==> src/rtl/ctml_pkg.sv <==
// Constants, register map and state encodings of the CAN transceiver mode logic.
package ctml_pkg;

	////////////////////////////////////////////////////////////////////////////////
	localparam int unsigned CLK_MHZ = 50;
	localparam int unsigned CNT_W = 20;

	// Times in their own units; least times round up, longest times round down.
	localparam int unsigned WAKE_FILT_NS = 1000;
	localparam int unsigned WAKE_WINDOW_US = 1000;
	localparam int unsigned DOM_TIMEOUT_US = 1000;
	localparam int unsigned STBY_TO_NORMAL_US = 10;

	localparam int unsigned WAKE_FILT_RAW = (WAKE_FILT_NS * CLK_MHZ + 999) / 1000;
	localparam int unsigned WAKE_FILT_CYC = (WAKE_FILT_RAW < 1) ? 1 : WAKE_FILT_RAW;
	localparam int unsigned WAKE_WINDOW_RAW = WAKE_WINDOW_US * CLK_MHZ;
	localparam int unsigned WAKE_WINDOW_CYC = (WAKE_WINDOW_RAW < 1) ? 1 : WAKE_WINDOW_RAW;
	localparam int unsigned DOM_TIMEOUT_RAW = DOM_TIMEOUT_US * CLK_MHZ;
	localparam int unsigned DOM_TIMEOUT_CYC = (DOM_TIMEOUT_RAW < 1) ? 1 : DOM_TIMEOUT_RAW;
	localparam int unsigned STBY_TO_NORMAL_RAW = STBY_TO_NORMAL_US * CLK_MHZ;
	localparam int unsigned STBY_TO_NORMAL_CYC = (STBY_TO_NORMAL_RAW < 1) ? 1 : STBY_TO_NORMAL_RAW;

	////////////////////////////////////////////////////////////////////////////////
	localparam int unsigned ADDR_W = 8;
	localparam logic [7:0] CTRL_OFFS = 8'h00;
	localparam logic [7:0] STATUS_OFFS = 8'h04;
	localparam logic [31:0] CTRL_RESET = 32'h0000_0000;
	localparam int unsigned CTRL_FORCE_STBY_BIT = 0;

	localparam int unsigned STAT_MODE_LSB = 0;
	localparam int unsigned STAT_WAKE_BIT = 4;
	localparam int unsigned STAT_DOM_TO_BIT = 5;
	localparam int unsigned STAT_THERM_BIT = 6;
	localparam int unsigned STAT_LOCK_BIT = 7;
	localparam int unsigned STAT_DISENGAGE_BIT = 8;
	localparam int unsigned STAT_UV_STBY_BIT = 9;
	localparam int unsigned STAT_TX_EN_BIT = 10;

	////////////////////////////////////////////////////////////////////////////////
	typedef enum logic [3:0] {
		MODE_OFF = 4'h1,
		MODE_STANDBY = 4'h2,
		MODE_RECOVER = 4'h4,
		MODE_NORMAL = 4'h8
	} ctml_mode_type;

	typedef enum logic [3:0] {
		WAKE_IDLE = 4'h1,
		WAKE_DOM1 = 4'h2,
		WAKE_REC = 4'h4,
		WAKE_DOM2 = 4'h8
	} ctml_wake_type;

endpackage : ctml_pkg

==> src/rtl/ctml_sync.sv <==
// Two-flip-flop synchroniser bank for pins and analog detector flags.
`timescale 1ns/1ps
`default_nettype none

module ctml_sync #(
	parameter int unsigned WIDTH = 1
) (
	input wire logic clk_in,
	input wire logic arst_n_in,
	input wire logic [WIDTH-1:0] d_in,
	output logic [WIDTH-1:0] q_out
);

	typedef struct packed {
		logic [WIDTH-1:0] meta;
		logic [WIDTH-1:0] sync;
	} ctml_sync_state_type;

	ctml_sync_state_type s_q;
	ctml_sync_state_type s_d;

	generate
		if (WIDTH < 1) begin : g_chk
			$error("Synchroniser width must be at least one.");
		end
	endgenerate

	always_comb begin
		s_d.meta = d_in;
		s_d.sync = s_q.meta;
	end

	always_ff @(posedge clk_in or negedge arst_n_in) begin
		if (!arst_n_in) begin
			s_q <= '0;
		end else begin
			s_q <= s_d;
		end
	end

	assign q_out = s_q.sync;

endmodule : ctml_sync

`default_nettype wire

==> src/rtl/ctml_top.sv <==
// Mode, wake-up, dominant-timeout, thermal and undervoltage logic of a CAN transceiver with APB registers.
//
// Decided for this implementation: the register offsets and the APB register port.
`timescale 1ns/1ps
`default_nettype none

////////////////////////////////////////////////////////////////////////////////
// Overview of operation
// - Standby select low normal, high standby.
// - Normal mode: forward transmit, receive mirrors bus.
// - Transmit low drives dominant, high recessive.
// - Standby disables transmitter and receiver; low-power watches.
// - Standby biases bus lines toward ground.
// - Wake needs dominant, recessive, dominant, each filtered.
// - Whole pattern within window, else restart.
// - After wake, receive output follows bus.
// - Overtemperature switches transmitter off only.
// - Thermal off held until cool and transmit high.
// - Falling transmit edge starts dominant timer.
// - Transmit low too long disables transmitter.
// - Rising transmit edge clears timer and timeout.
// - Main supply undervoltage forces standby.
// - I/O supply undervoltage also forces standby.
// - Switch-off undervoltage disengages until supply recovers.
// - After recovery, transmit must go high first.
// - Undervoltage recovery equals standby-to-normal time.
// - Unconnected transmit or standby inputs read high.
// - Wake detection runs from I/O supply.
module ctml_top #(
	parameter bit HAS_IO_SUPPLY = 1'b1,
	parameter int unsigned WAKE_FILT_CYC = ctml_pkg::WAKE_FILT_CYC,
	parameter int unsigned WAKE_WINDOW_CYC = ctml_pkg::WAKE_WINDOW_CYC,
	parameter int unsigned DOM_TIMEOUT_CYC = ctml_pkg::DOM_TIMEOUT_CYC,
	parameter int unsigned STBY_TO_NORMAL_CYC = ctml_pkg::STBY_TO_NORMAL_CYC
) (
	input wire logic CLK_IN,
	input wire logic ARST_N_IN,
	input wire logic PSEL_IN,
	input wire logic PENABLE_IN,
	input wire logic PWRITE_IN,
	input wire logic [ctml_pkg::ADDR_W-1:0] PADDR_IN,
	input wire logic [31:0] PWDATA_IN,
	output logic [31:0] PRDATA_OUT,
	output logic PREADY_OUT,
	output logic PSLVERR_OUT,
	input wire logic TX_DATA_IN,
	input wire logic TX_DATA_FLOAT_IN,
	input wire logic STBY_SEL_IN,
	input wire logic STBY_SEL_FLOAT_IN,
	input wire logic BUS_DOMINANT_IN,
	input wire logic OVERTEMP_IN,
	input wire logic MAIN_UV_STBY_IN,
	input wire logic MAIN_UV_OFF_IN,
	input wire logic IO_UV_STBY_IN,
	input wire logic IO_UV_OFF_IN,
	output logic RX_DATA_OUT,
	output logic TX_ENABLE_OUT,
	output logic BUS_DRIVE_DOM_OUT,
	output logic NORMAL_RX_EN_OUT,
	output logic LP_RX_EN_OUT,
	output logic BUS_BIAS_GND_OUT,
	output logic BUS_DISENGAGE_OUT,
	output logic WAKE_DETECTED_OUT,
	output logic DOM_TIMEOUT_OUT,
	output logic THERMAL_OFF_OUT
);

	localparam int unsigned CW = ctml_pkg::CNT_W;
	localparam int unsigned NSYNC = 10;

	generate
		if (WAKE_FILT_CYC < 1 || WAKE_WINDOW_CYC < 1 || DOM_TIMEOUT_CYC < 1 || STBY_TO_NORMAL_CYC < 1) begin : g_chk_min
			$error("Timer counts must be at least one cycle.");
		end
		if (WAKE_FILT_CYC >= (1 << CW) || WAKE_WINDOW_CYC >= (1 << CW) || DOM_TIMEOUT_CYC >= (1 << CW)
			|| STBY_TO_NORMAL_CYC >= (1 << CW)) begin : g_chk_max
			$error("Timer counts do not fit the counter width.");
		end
		if (WAKE_FILT_CYC * 3 > WAKE_WINDOW_CYC) begin : g_chk_win
			$error("Wake window cannot hold three filtered phases.");
		end
	endgenerate

	typedef struct packed {
		ctml_pkg::ctml_mode_type mode;
		ctml_pkg::ctml_wake_type wake_st;
		logic [CW-1:0] mode_cnt;
		logic [CW-1:0] phase_cnt;
		logic [CW-1:0] win_cnt;
		logic [CW-1:0] dom_cnt;
		logic wake;
		logic dom_to;
		logic therm;
		logic lock;
		logic tx_prev;
		logic [31:0] ctrl;
		logic [31:0] prdata;
		logic pready;
		logic pslverr;
		logic rx_data;
		logic tx_en;
		logic drive_dom;
		logic normal_rx_en;
		logic lp_rx_en;
		logic bias_gnd;
		logic disengage;
	} ctml_state_type;

	ctml_state_type s_q;
	ctml_state_type s_d;

	logic [NSYNC-1:0] pins_raw;
	logic [NSYNC-1:0] pins_s;

	// Saturating increment keeps a held timer from wrapping back into range.
	function automatic logic [CW-1:0] sat_inc(input logic [CW-1:0] v);
		sat_inc = (v == {CW{1'b1}}) ? v : v + {{(CW-1){1'b0}}, 1'b1};
	endfunction : sat_inc

	////////////////////////////////////////////////////////////////////////////////
	// Transmit and standby select pass inverted, so the cleared synchroniser reads them released and no false edge follows reset.
	assign pins_raw = {~TX_DATA_IN, TX_DATA_FLOAT_IN, ~STBY_SEL_IN, STBY_SEL_FLOAT_IN, BUS_DOMINANT_IN,
		OVERTEMP_IN, MAIN_UV_STBY_IN, MAIN_UV_OFF_IN, IO_UV_STBY_IN, IO_UV_OFF_IN};

	ctml_sync #(
		.WIDTH(NSYNC)
	) u_sync (
		.clk_in(CLK_IN),
		.arst_n_in(ARST_N_IN),
		.d_in(pins_raw),
		.q_out(pins_s)
	);

	////////////////////////////////////////////////////////////////////////////////
	always_comb begin
		logic txd;
		logic stb;
		logic bus_dom;
		logic otemp;
		logic uv_stby;
		logic main_off;
		logic io_off;
		logic powered;
		logic want_normal;
		logic tx_rise;
		logic tx_fall;
		logic apb_acc;
		logic [31:0] status;
		txd = !pins_s[9] | pins_s[8];
		stb = !pins_s[7] | pins_s[6];
		bus_dom = pins_s[5];
		otemp = pins_s[4];
		main_off = pins_s[2];
		io_off = HAS_IO_SUPPLY & pins_s[0];
		uv_stby = pins_s[3] | main_off | (HAS_IO_SUPPLY & (pins_s[1] | io_off));
		// With a separate I/O supply the wake path survives loss of the main supply.
		powered = HAS_IO_SUPPLY ? !io_off : !main_off;
		want_normal = !stb && !uv_stby && !s_q.ctrl[ctml_pkg::CTRL_FORCE_STBY_BIT];
		tx_rise = txd && !s_q.tx_prev;
		tx_fall = !txd && s_q.tx_prev;
		s_d = s_q;
		s_d.tx_prev = txd;

		// Operating mode.
		unique case (s_q.mode)
			ctml_pkg::MODE_OFF: begin
				if (powered) begin
					s_d.mode = ctml_pkg::MODE_STANDBY;
				end
			end
			ctml_pkg::MODE_STANDBY: begin
				if (want_normal) begin
					s_d.mode = ctml_pkg::MODE_RECOVER;
					s_d.mode_cnt = '0;
				end
			end
			ctml_pkg::MODE_RECOVER: begin
				s_d.mode_cnt = sat_inc(s_q.mode_cnt);
				if (!want_normal) begin
					s_d.mode = ctml_pkg::MODE_STANDBY;
				end else if (s_d.mode_cnt >= CW'(STBY_TO_NORMAL_CYC)) begin
					s_d.mode = ctml_pkg::MODE_NORMAL;
				end
			end
			ctml_pkg::MODE_NORMAL: begin
				if (!want_normal) begin
					s_d.mode = ctml_pkg::MODE_STANDBY;
				end
			end
			default: begin
				s_d.mode = ctml_pkg::MODE_OFF;
			end
		endcase
		if (!powered) begin
			s_d.mode = ctml_pkg::MODE_OFF;
		end

		// Any undervoltage arms the lock; only a high transmit input with good supplies releases it.
		if (uv_stby || !powered) begin
			s_d.lock = 1'b1;
		end else if (txd) begin
			s_d.lock = 1'b0;
		end

		// Dominant timeout runs on the transmit input in every mode.
		if (tx_rise) begin
			s_d.dom_cnt = '0;
			s_d.dom_to = 1'b0;
		end else if (tx_fall) begin
			s_d.dom_cnt = {{(CW-1){1'b0}}, 1'b1};
		end else if (!txd && s_q.dom_cnt != '0) begin
			s_d.dom_cnt = sat_inc(s_q.dom_cnt);
			if (s_q.dom_cnt >= CW'(DOM_TIMEOUT_CYC)) begin
				s_d.dom_to = 1'b1;
			end
		end

		// Thermal latch; a fresh overtemperature wins over the release.
		if (otemp) begin
			s_d.therm = 1'b1;
		end else if (txd) begin
			s_d.therm = 1'b0;
		end

		// Wake pattern detector, active only outside normal mode while powered.
		if (s_d.mode == ctml_pkg::MODE_NORMAL || s_d.mode == ctml_pkg::MODE_OFF) begin
			s_d.wake_st = ctml_pkg::WAKE_IDLE;
			s_d.wake = 1'b0;
			s_d.phase_cnt = '0;
			s_d.win_cnt = '0;
		end else if (!s_q.wake) begin
			s_d.win_cnt = sat_inc(s_q.win_cnt);
			s_d.phase_cnt = sat_inc(s_q.phase_cnt);
			unique case (s_q.wake_st)
				ctml_pkg::WAKE_IDLE: begin
					s_d.win_cnt = {{(CW-1){1'b0}}, 1'b1};
					s_d.phase_cnt = {{(CW-1){1'b0}}, 1'b1};
					if (bus_dom) begin
						s_d.wake_st = ctml_pkg::WAKE_DOM1;
					end
				end
				ctml_pkg::WAKE_DOM1: begin
					if (!bus_dom) begin
						s_d.phase_cnt = {{(CW-1){1'b0}}, 1'b1};
						s_d.wake_st = (s_q.phase_cnt >= CW'(WAKE_FILT_CYC)) ? ctml_pkg::WAKE_REC
							: ctml_pkg::WAKE_IDLE;
					end
				end
				ctml_pkg::WAKE_REC: begin
					if (bus_dom) begin
						s_d.phase_cnt = {{(CW-1){1'b0}}, 1'b1};
						s_d.wake_st = (s_q.phase_cnt >= CW'(WAKE_FILT_CYC)) ? ctml_pkg::WAKE_DOM2
							: ctml_pkg::WAKE_IDLE;
					end
				end
				ctml_pkg::WAKE_DOM2: begin
					if (!bus_dom) begin
						s_d.wake_st = ctml_pkg::WAKE_IDLE;
					end else if (s_d.phase_cnt >= CW'(WAKE_FILT_CYC)) begin
						s_d.wake = 1'b1;
						s_d.wake_st = ctml_pkg::WAKE_IDLE;
					end
				end
				default: begin
					s_d.wake_st = ctml_pkg::WAKE_IDLE;
				end
			endcase
			if (!s_d.wake && s_q.wake_st != ctml_pkg::WAKE_IDLE && s_q.win_cnt >= CW'(WAKE_WINDOW_CYC)) begin
				s_d.wake_st = ctml_pkg::WAKE_IDLE;
			end
		end

		// Pin-level outputs are registered from the next state so they lag nothing.
		s_d.disengage = main_off | io_off;
		s_d.tx_en = (s_d.mode == ctml_pkg::MODE_NORMAL) && !s_d.therm && !s_d.dom_to && !s_d.lock
			&& !s_d.disengage;
		s_d.drive_dom = s_d.tx_en && !txd;
		s_d.normal_rx_en = (s_d.mode == ctml_pkg::MODE_NORMAL);
		s_d.lp_rx_en = (s_d.mode == ctml_pkg::MODE_STANDBY) || (s_d.mode == ctml_pkg::MODE_RECOVER);
		s_d.bias_gnd = s_d.lp_rx_en;
		if (s_d.mode == ctml_pkg::MODE_NORMAL) begin
			s_d.rx_data = !bus_dom;
		end else if (s_d.lp_rx_en && s_d.wake) begin
			s_d.rx_data = !bus_dom;
		end else begin
			s_d.rx_data = 1'b1;
		end

		// APB slave with one wait state: the access phase always lasts two cycles.
		status = '0;
		status[ctml_pkg::STAT_MODE_LSB +: 4] = s_q.mode;
		status[ctml_pkg::STAT_WAKE_BIT] = s_q.wake;
		status[ctml_pkg::STAT_DOM_TO_BIT] = s_q.dom_to;
		status[ctml_pkg::STAT_THERM_BIT] = s_q.therm;
		status[ctml_pkg::STAT_LOCK_BIT] = s_q.lock;
		status[ctml_pkg::STAT_DISENGAGE_BIT] = s_q.disengage;
		status[ctml_pkg::STAT_UV_STBY_BIT] = uv_stby;
		status[ctml_pkg::STAT_TX_EN_BIT] = s_q.tx_en;
		apb_acc = PSEL_IN && PENABLE_IN && !s_q.pready;
		s_d.pready = apb_acc;
		s_d.pslverr = apb_acc && (PADDR_IN != ctml_pkg::CTRL_OFFS) && (PADDR_IN != ctml_pkg::STATUS_OFFS);
		s_d.prdata = '0;
		if (apb_acc && !PWRITE_IN) begin
			if (PADDR_IN == ctml_pkg::CTRL_OFFS) begin
				s_d.prdata = s_q.ctrl;
			end else if (PADDR_IN == ctml_pkg::STATUS_OFFS) begin
				s_d.prdata = status;
			end
		end
		if (PSEL_IN && PENABLE_IN && s_q.pready && PWRITE_IN && PADDR_IN == ctml_pkg::CTRL_OFFS) begin
			s_d.ctrl = 32'h0000_0000;
			s_d.ctrl[ctml_pkg::CTRL_FORCE_STBY_BIT] = PWDATA_IN[ctml_pkg::CTRL_FORCE_STBY_BIT];
		end
	end

	////////////////////////////////////////////////////////////////////////////////
	always_ff @(posedge CLK_IN or negedge ARST_N_IN) begin
		if (!ARST_N_IN) begin
			s_q <= '0;
			s_q.mode <= ctml_pkg::MODE_OFF;
			s_q.wake_st <= ctml_pkg::WAKE_IDLE;
			s_q.ctrl <= ctml_pkg::CTRL_RESET;
			s_q.lock <= 1'b1;
			s_q.tx_prev <= 1'b1;
			s_q.rx_data <= 1'b1;
		end else begin
			s_q <= s_d;
		end
	end

	assign PRDATA_OUT = s_q.prdata;
	assign PREADY_OUT = s_q.pready;
	assign PSLVERR_OUT = s_q.pslverr;
	assign RX_DATA_OUT = s_q.rx_data;
	assign TX_ENABLE_OUT = s_q.tx_en;
	assign BUS_DRIVE_DOM_OUT = s_q.drive_dom;
	assign NORMAL_RX_EN_OUT = s_q.normal_rx_en;
	assign LP_RX_EN_OUT = s_q.lp_rx_en;
	assign BUS_BIAS_GND_OUT = s_q.bias_gnd;
	assign BUS_DISENGAGE_OUT = s_q.disengage;
	assign WAKE_DETECTED_OUT = s_q.wake;
	assign DOM_TIMEOUT_OUT = s_q.dom_to;
	assign THERMAL_OFF_OUT = s_q.therm;

endmodule : ctml_top

`default_nettype wire

==> config.mk <==
export PLATFORM = sky130hd
export DESIGN_NAME = ctml_top
export DESIGN_NICKNAME = d
export VERILOG_FILES = /design/src/rtl/ctml_pkg.sv /design/src/rtl/ctml_sync.sv /design/src/rtl/ctml_top.sv
export SDC_FILE = /design/constraint.sdc
export NUM_CORES = 1
export LEC_CHECK = 0
export BUFFER_PORTS_ARGS = -buffer_cell sky130_fd_sc_hd__buf_4
export CORE_ASPECT_RATIO = 1.1
export CORE_MARGIN = 2
export CORE_UTILIZATION = 50
export DETAILED_ROUTE_END_ITERATION = 10
export PLACE_DENSITY = 0.81
export RECOVER_POWER = 25
export SLEW_MARGIN = 20
export SYNTH_ARGS = -nofsm -noshare
export SYNTH_HDL_FRONTEND = slang
export SYNTH_HIERARCHICAL = 1
export SYNTH_SLANG_ARGS = --single-unit
==> constraint.sdc <==
create_clock -name CLK_IN -period 7.9 [get_ports CLK_IN]
set_clock_uncertainty 0.2 [all_clocks]
set_input_delay 1.58 -clock CLK_IN [delete_from_list [all_inputs] [get_ports CLK_IN]]
set_output_delay 1.58 -clock CLK_IN [all_outputs]
set_load 0.03 [all_outputs]
=== Word-level counts from Yosys, hierarchy flattened ===
Index checks and enable logic that the tools add are counted.

* Register bits: 154
* Logic and storage cells: 167
* Input port bits: 55
* Output and inout port bits: 44

* Bitwise logic cells: 8
* Multiplexer cells: 52
* Magnitude comparators: 5
* Add/subtract/negate cells: 4
* Reductions and logical operators: 48
* Equal/unequal tests: 27

{| class="wikitable"
|+ Operator list
! cell !! number
|-
| 20-bit two-way mux || 11
|-
| 20-bit by 1-bit adder with 20-bit output, second input constant || 4
|-
| 20-bit == test, second input constant || 4
|-
| 40-bit two-way mux || 2
|-
| 20-bit one-hot mux with 3 select lines || 1
|-
| 4-bit two-way mux || 14
|-
| 20-bit by 16-bit greater-or-equal comparator with 1-bit output, second input constant || 2
|-
| 20-bit by 6-bit greater-or-equal comparator with 1-bit output, second input constant || 2
|-
| 20-bit one-hot mux with 2 select lines || 1
|-
| 11-bit two-way mux || 3
|-
| 4-bit one-hot mux with 4 select lines || 2
|-
| 1-bit logical AND || 21
|-
| 20-bit by 9-bit greater-or-equal comparator with 1-bit output, second input constant || 1
|-
| 20-bit nonzero test || 1
|-
| 1-bit two-way mux || 17
|-
| 1-bit zero test || 15
|-
| 4-bit by 1-bit == test with 1-bit output, second input constant || 3
|-
| 4-bit by 2-bit == test with 1-bit output, second input constant || 3
|-
| 4-bit by 3-bit == test with 1-bit output, second input constant || 3
|-
| 4-bit == test, second input constant || 3
|-
| 8-bit by 3-bit == test with 1-bit output, second input constant || 1
|-
| 8-bit zero test || 1
|-
| 4-bit by 3-bit inequality test with 1-bit output, second input constant || 2
|-
| 8-bit by 3-bit inequality test with 1-bit output, second input constant || 1
|-
| other kinds (16) || 26
|}

=== Logic depth before layout (Yosys ltp) ===
* Depth in word-level cells: 17
* Depth in mapped cells: 11
* Depth with buffers taken out: 10

=== By module ===
Netlist, hierarchy kept.

{| class="wikitable"
|+ By module, submodules not included
! module !! seq. area each (um2) !! cells an instance !! area each (um2) !! times used
|-
| ctml_top || 2834.0 || 883 || 7247.0 || 1
|-
| ctml_sync || 500.5 || 20 || 500.5 || 1
|}

=== Worst setup path after synthesis ===
Ideal clock, no wire load.

* Kind: reg2reg
* Start: register s_q[138] in the netlist's numbering
* End: register s_q[105] in the netlist's numbering
* Period minus slack after synthesis: 2.962 ns
* Required time: 7.550 ns
* Slack: 4.938 ns
* Stages on the path, launching flop included: 11
* Library setup time: 0.150 ns
* Path buffers: 1
* Data arrival time: 2.612 ns
* Cell sequence: dfrtp_1 > ha_1 > nand3_1 > nor4_4 > a211oi_1 > xnor2_1 > o2111ai_2 > nor3_2 > o31ai_4 > buf_6 > a211oi_2

* Longest elaborated chain between the ends: 11
* Elaborated cells between the ends (all ways): 15
* Classes of those cells: add/sub: 1; order compare: 1; eq/ne: 5; mux: 6; reduce/logical: 2

{| class="wikitable"
|+ Ends and longest elaborated chain
! element !! line !! source
|-
| start: declaration || ctml_top.sv:109 || <nowiki>ctml_state_type s_q;</nowiki>
|-
| 20-bit by 1-bit adder with 20-bit output or 20-bit == test (tied branches) || ctml_top.sv:117 || <nowiki>sat_inc = (v == {CW{1'b1}}) ? v : v + {{(CW-1){1'b0}}, 1'b1};</nowiki>
|-
| 20-bit two-way mux (*) || ctml_top.sv:117 ||
|-
| 20-bit by 9-bit greater-or-equal comparator with 1-bit output (*) || ctml_top.sv:181 || <nowiki>end else if (s_d.mode_cnt >= CW'(STBY_TO_NORMAL_CYC)) begin</nowiki>
|-
| 4-bit two-way mux (*) || ctml_top.sv:181 ||
|-
| 4-bit two-way mux (*) || ctml_top.sv:179 || <nowiki>if (!want_normal) begin</nowiki>
|-
| 4-bit one-hot mux with 4 select lines (*) || ctml_top.sv:165 || <nowiki>unique case (s_q.mode)</nowiki>
|-
| 4-bit two-way mux (*) || ctml_top.sv:194 || <nowiki>if (!powered) begin</nowiki>
|-
| 4-bit == test or 4-bit by 1-bit == test with 1-bit output (tied branches) || ctml_top.sv:226 || <nowiki>if (s_d.mode == ctml_pkg::MODE_NORMAL || s_d.mode == ctml_pkg::MODE_OFF) begin</nowiki>
|-
| 1-bit logical OR (*) || ctml_top.sv:226 ||
|-
| 3-bit by 2-bit inequality test with 1-bit output (no source line) or 2-bit by 1-bit inequality test with 1-bit output (tied branches) || n/a ||
|-
| 2-bit AND reduction (no source line) || n/a ||
|}

Every way passes the cells marked *; elsewhere a longest branch is shown, timed or not.
A chain may end at the register's enable or synchronous reset.

==> reports/metrics.csv <==
metric,value,unit
syn-instance-count,903,
grt_pass1_vias,6311,
drc,0,
end_kind,async pin,
die_w,122.7,µm
tns,0,ns
drv_slew,61,
cts_tree,yes,
violations,"capacitance limit, slew limit",
ys_ff_latch,133,
met3_usage,0.04603,
critPathLaunchType,input port,
slowest_stage,clkbuf_1,
arrival,4.82,ns
grt_start_max_net_pins,75,
yosys.cell_types.count,75,
detail_route.wl_per_cell,16.66,µm
rows,47,
area_growth,10.09,%
nNetsFinal,974,
p_per_area,221.2,nW/µm²
power,0.001887,W
ir_worst_vdd,0.0001779,V
grt_use_met1,0.3192,
fin_crit_sh,0.5799,
grt_overflow_total,0,
drt_first_pass_iters,7,
grt_pass1_wl,30800,µm
synth_edf_count,0,
syn_area,7747,µm²
clk_latency,0.44,ns
finalWirelength,18640,µm
antenna_found_initial,0,
yosysWarningCount,6,
ctsLongestPathBuffers,2,
ios,99,
status,"finished, violations left",
core_area,15110,µm²
die-area,16510,µm²
hpwl,12410,µm
clockRootBuffer,clkbuf_16,
track_usage,0.2332,
via_per_inst,6.070,
num_antenna_cells,0,
start_util,0.5126,
grt_use_met2,0.3659,
min_path_type,flip-flop to flip-flop,
gp_congestion,0.9067,
postPlaceCellArea,7988,µm²
fin_crit,4.581,ns
cts_inserted_buffers,17,
rsz0062_at_grt,false,
synth.avg_cell_area,8.580,µm²
worst_pin_slew,3.167,ns
crit_chain,clkbuf_1 > buf_4,
hold_viol_final,0,
post_cts_resized,0,
critPathTopFamily,buffers and inverters,
path_max_fanout,74,
critPathRequiredTime,8.14,ns
grt_busiest_layer,met2,
cts.sinks,133,
portBuffers,46,
cts_setup_buffers,0,
async_flop_share,1.000,
final_antenna_net_count,0,
seq_area_frac_synth,0.4304,
cts_hold_buf,0,
worst-path-buf-inv,2,
fmax,218.3,MHz
vias,6792,
cap_violations,1,
cts_max_level,4,
drive_above_1_share,0.1268,
finalInstanceArea,8529,µm²
max_slew_margin,-1.112,
clkTransAtPathRegs,0.06,ns
p_leak,3.570,nW
setup-violations-final,0,
critPathKind,input port to async pin,
synth_ff_type,dfrtp_1,
max_stage_delay,2.18,ns
die_y,134.6,µm
first_iter_violations,620,
==> synthesized netlist by cell type, types with 3 or more instances <==
library cell  instances  share of area
a211oi_1              4         0.0039
a211oi_2              3         0.0048
a21o_1                8         0.0078
a21oi_1              65          0.042
a21oi_2               7         0.0079
a22oi_1               3         0.0029
a31oi_1              24          0.019
a41oi_1               3         0.0034
and2_1                8         0.0065
and3_1               25          0.020
and4_1                3         0.0034
buf_2                 6         0.0039
buf_4                33          0.032
buf_6                 4         0.0058
clkbuf_1             40          0.019
dfrtp_1             128           0.41
dfstp_2               5          0.017
ha_1                  9          0.015
inv_1                23          0.011
mux2_2                3         0.0044
mux2i_1               4         0.0052
nand2_1              87          0.042
nand2b_1              5         0.0040
nand3_1              33          0.021
nand3b_1             11          0.011
nand4_1              25          0.020
nor2_1               87          0.042
nor2b_1               9         0.0073
nor3_1               31          0.020
nor3b_1               3         0.0029
nor4_1               20          0.016
nor4b_1               6         0.0068
o21ai_0              79          0.051
o22ai_1               5         0.0040
o31ai_1               9         0.0087
o41ai_1               4         0.0045
or2_2                 6         0.0048
or3_1                15          0.012
or4_1                 6         0.0058
xnor2_1               9          0.010
xor2_1                5         0.0057
==> placed cells by master (no fill, tap or decap), types with 10 or more instances in the layout <==
cell,Yosys,final
or3_1,15,15
nor2_1,87,87
nor4_1,20,19
and3_1,25,25
nand3_1,33,33
clkbuf_4,0,10
nand2_1,87,87
conb_1,1,21
o21ai_0,79,79
nand3b_1,11,11
buf_4,33,39
nor3_1,31,31
dfrtp_1,128,128
a21oi_1,65,65
inv_1,23,23
clkbuf_16,0,17
a31oi_1,24,24
nand4_1,25,25
==> worst paths after layout <==
check                         startpoint               to  slack [ns]  depth (start not counted)
max reg2reg                      s_q[98]         s_q[105]        4.09                          9
min in group asynchronous      ARST_N_IN         s_q[139]        1.99                          1
max                            ARST_N_IN          s_q[96]        3.32                          2
min                        u_sync/s_d[8]  u_sync/q_out[8]        0.15                          0
max in group CLK_IN              s_q[98]         s_q[105]        4.09                          9
min reg2reg                u_sync/s_d[8]  u_sync/q_out[8]        0.15                          0
==> cell families (layout without fill, tap and decap cells) <==
logic type / Yosys count / count (layout) / share of synthesized area
fa+ha+maj: 9 / 9 / 0.01454
simple gates: 391 / 391 / 0.2629
compound gates: 242 / 242 / 0.1941
xor+xnor: 14 / 14 / 0.01583
mux: 7 / 7 / 0.009528
buf+inv: 106 / 106 / 0.07219
other cells: 1 / 21 / 0.0004840
flops: 133 / 133 / 0.4304
==> registers in the layout, indices dropped and copies added, names as in the netlist, 10 cells and up <==
register / flops
u_sync/s_d: 10
u_sync/q_out: 10
PRDATA_OUT: 11
s_q: 91
==> cell type report <==
class                           count  area [µm²]
Clock buffer                       21       460.4
Tap cell                          196       245.2
Inverter                           23       86.33
Fill cell                        1327        6584
Sequential cell                   133        3334
Timing Repair Buffer               51       375.4
Multi-Input combinational cell    684        3935
Clock inverter                     11       92.59
==> where the power goes <==
| part | total (W) | internal [W] | leakage (nW) | switching, W |
|---|---|---|---|---|
| Sequential | 0.000753 | 0.000716 | 1.78 | 0.0000364 |
| Combinational | 0.000392 | 0.000124 | 1.54 | 0.000268 |
| Clock | 0.000742 | 0.000423 | 0.255 | 0.000319 |
| Total | 0.00189 | 0.00126 | 3.57 | 0.000623 |
==> metrics by stage <==
stage,setup WS [ns],instances,hold WS (ns),utilization
floorplan,4.938,923,0.1312,-
global placement,4.267,1087,0.1328,0.5285
detailed placement,4.231,1087,0.1347,0.5285
CTS,4.191,1119,0.1469,0.5651
global route,2.545,1119,0.1479,0.5644
finish,3.319,1119,0.1459,0.5644
==> per-layer routing <==
metal	vias to the layer above	routed length [µm]
li1	3244	-
met1	3267	8276
met2	261	9092
met3	20	1024
met4	0	245
met5	-	0
No activity file was read; power rests on OpenSTA's default activity.
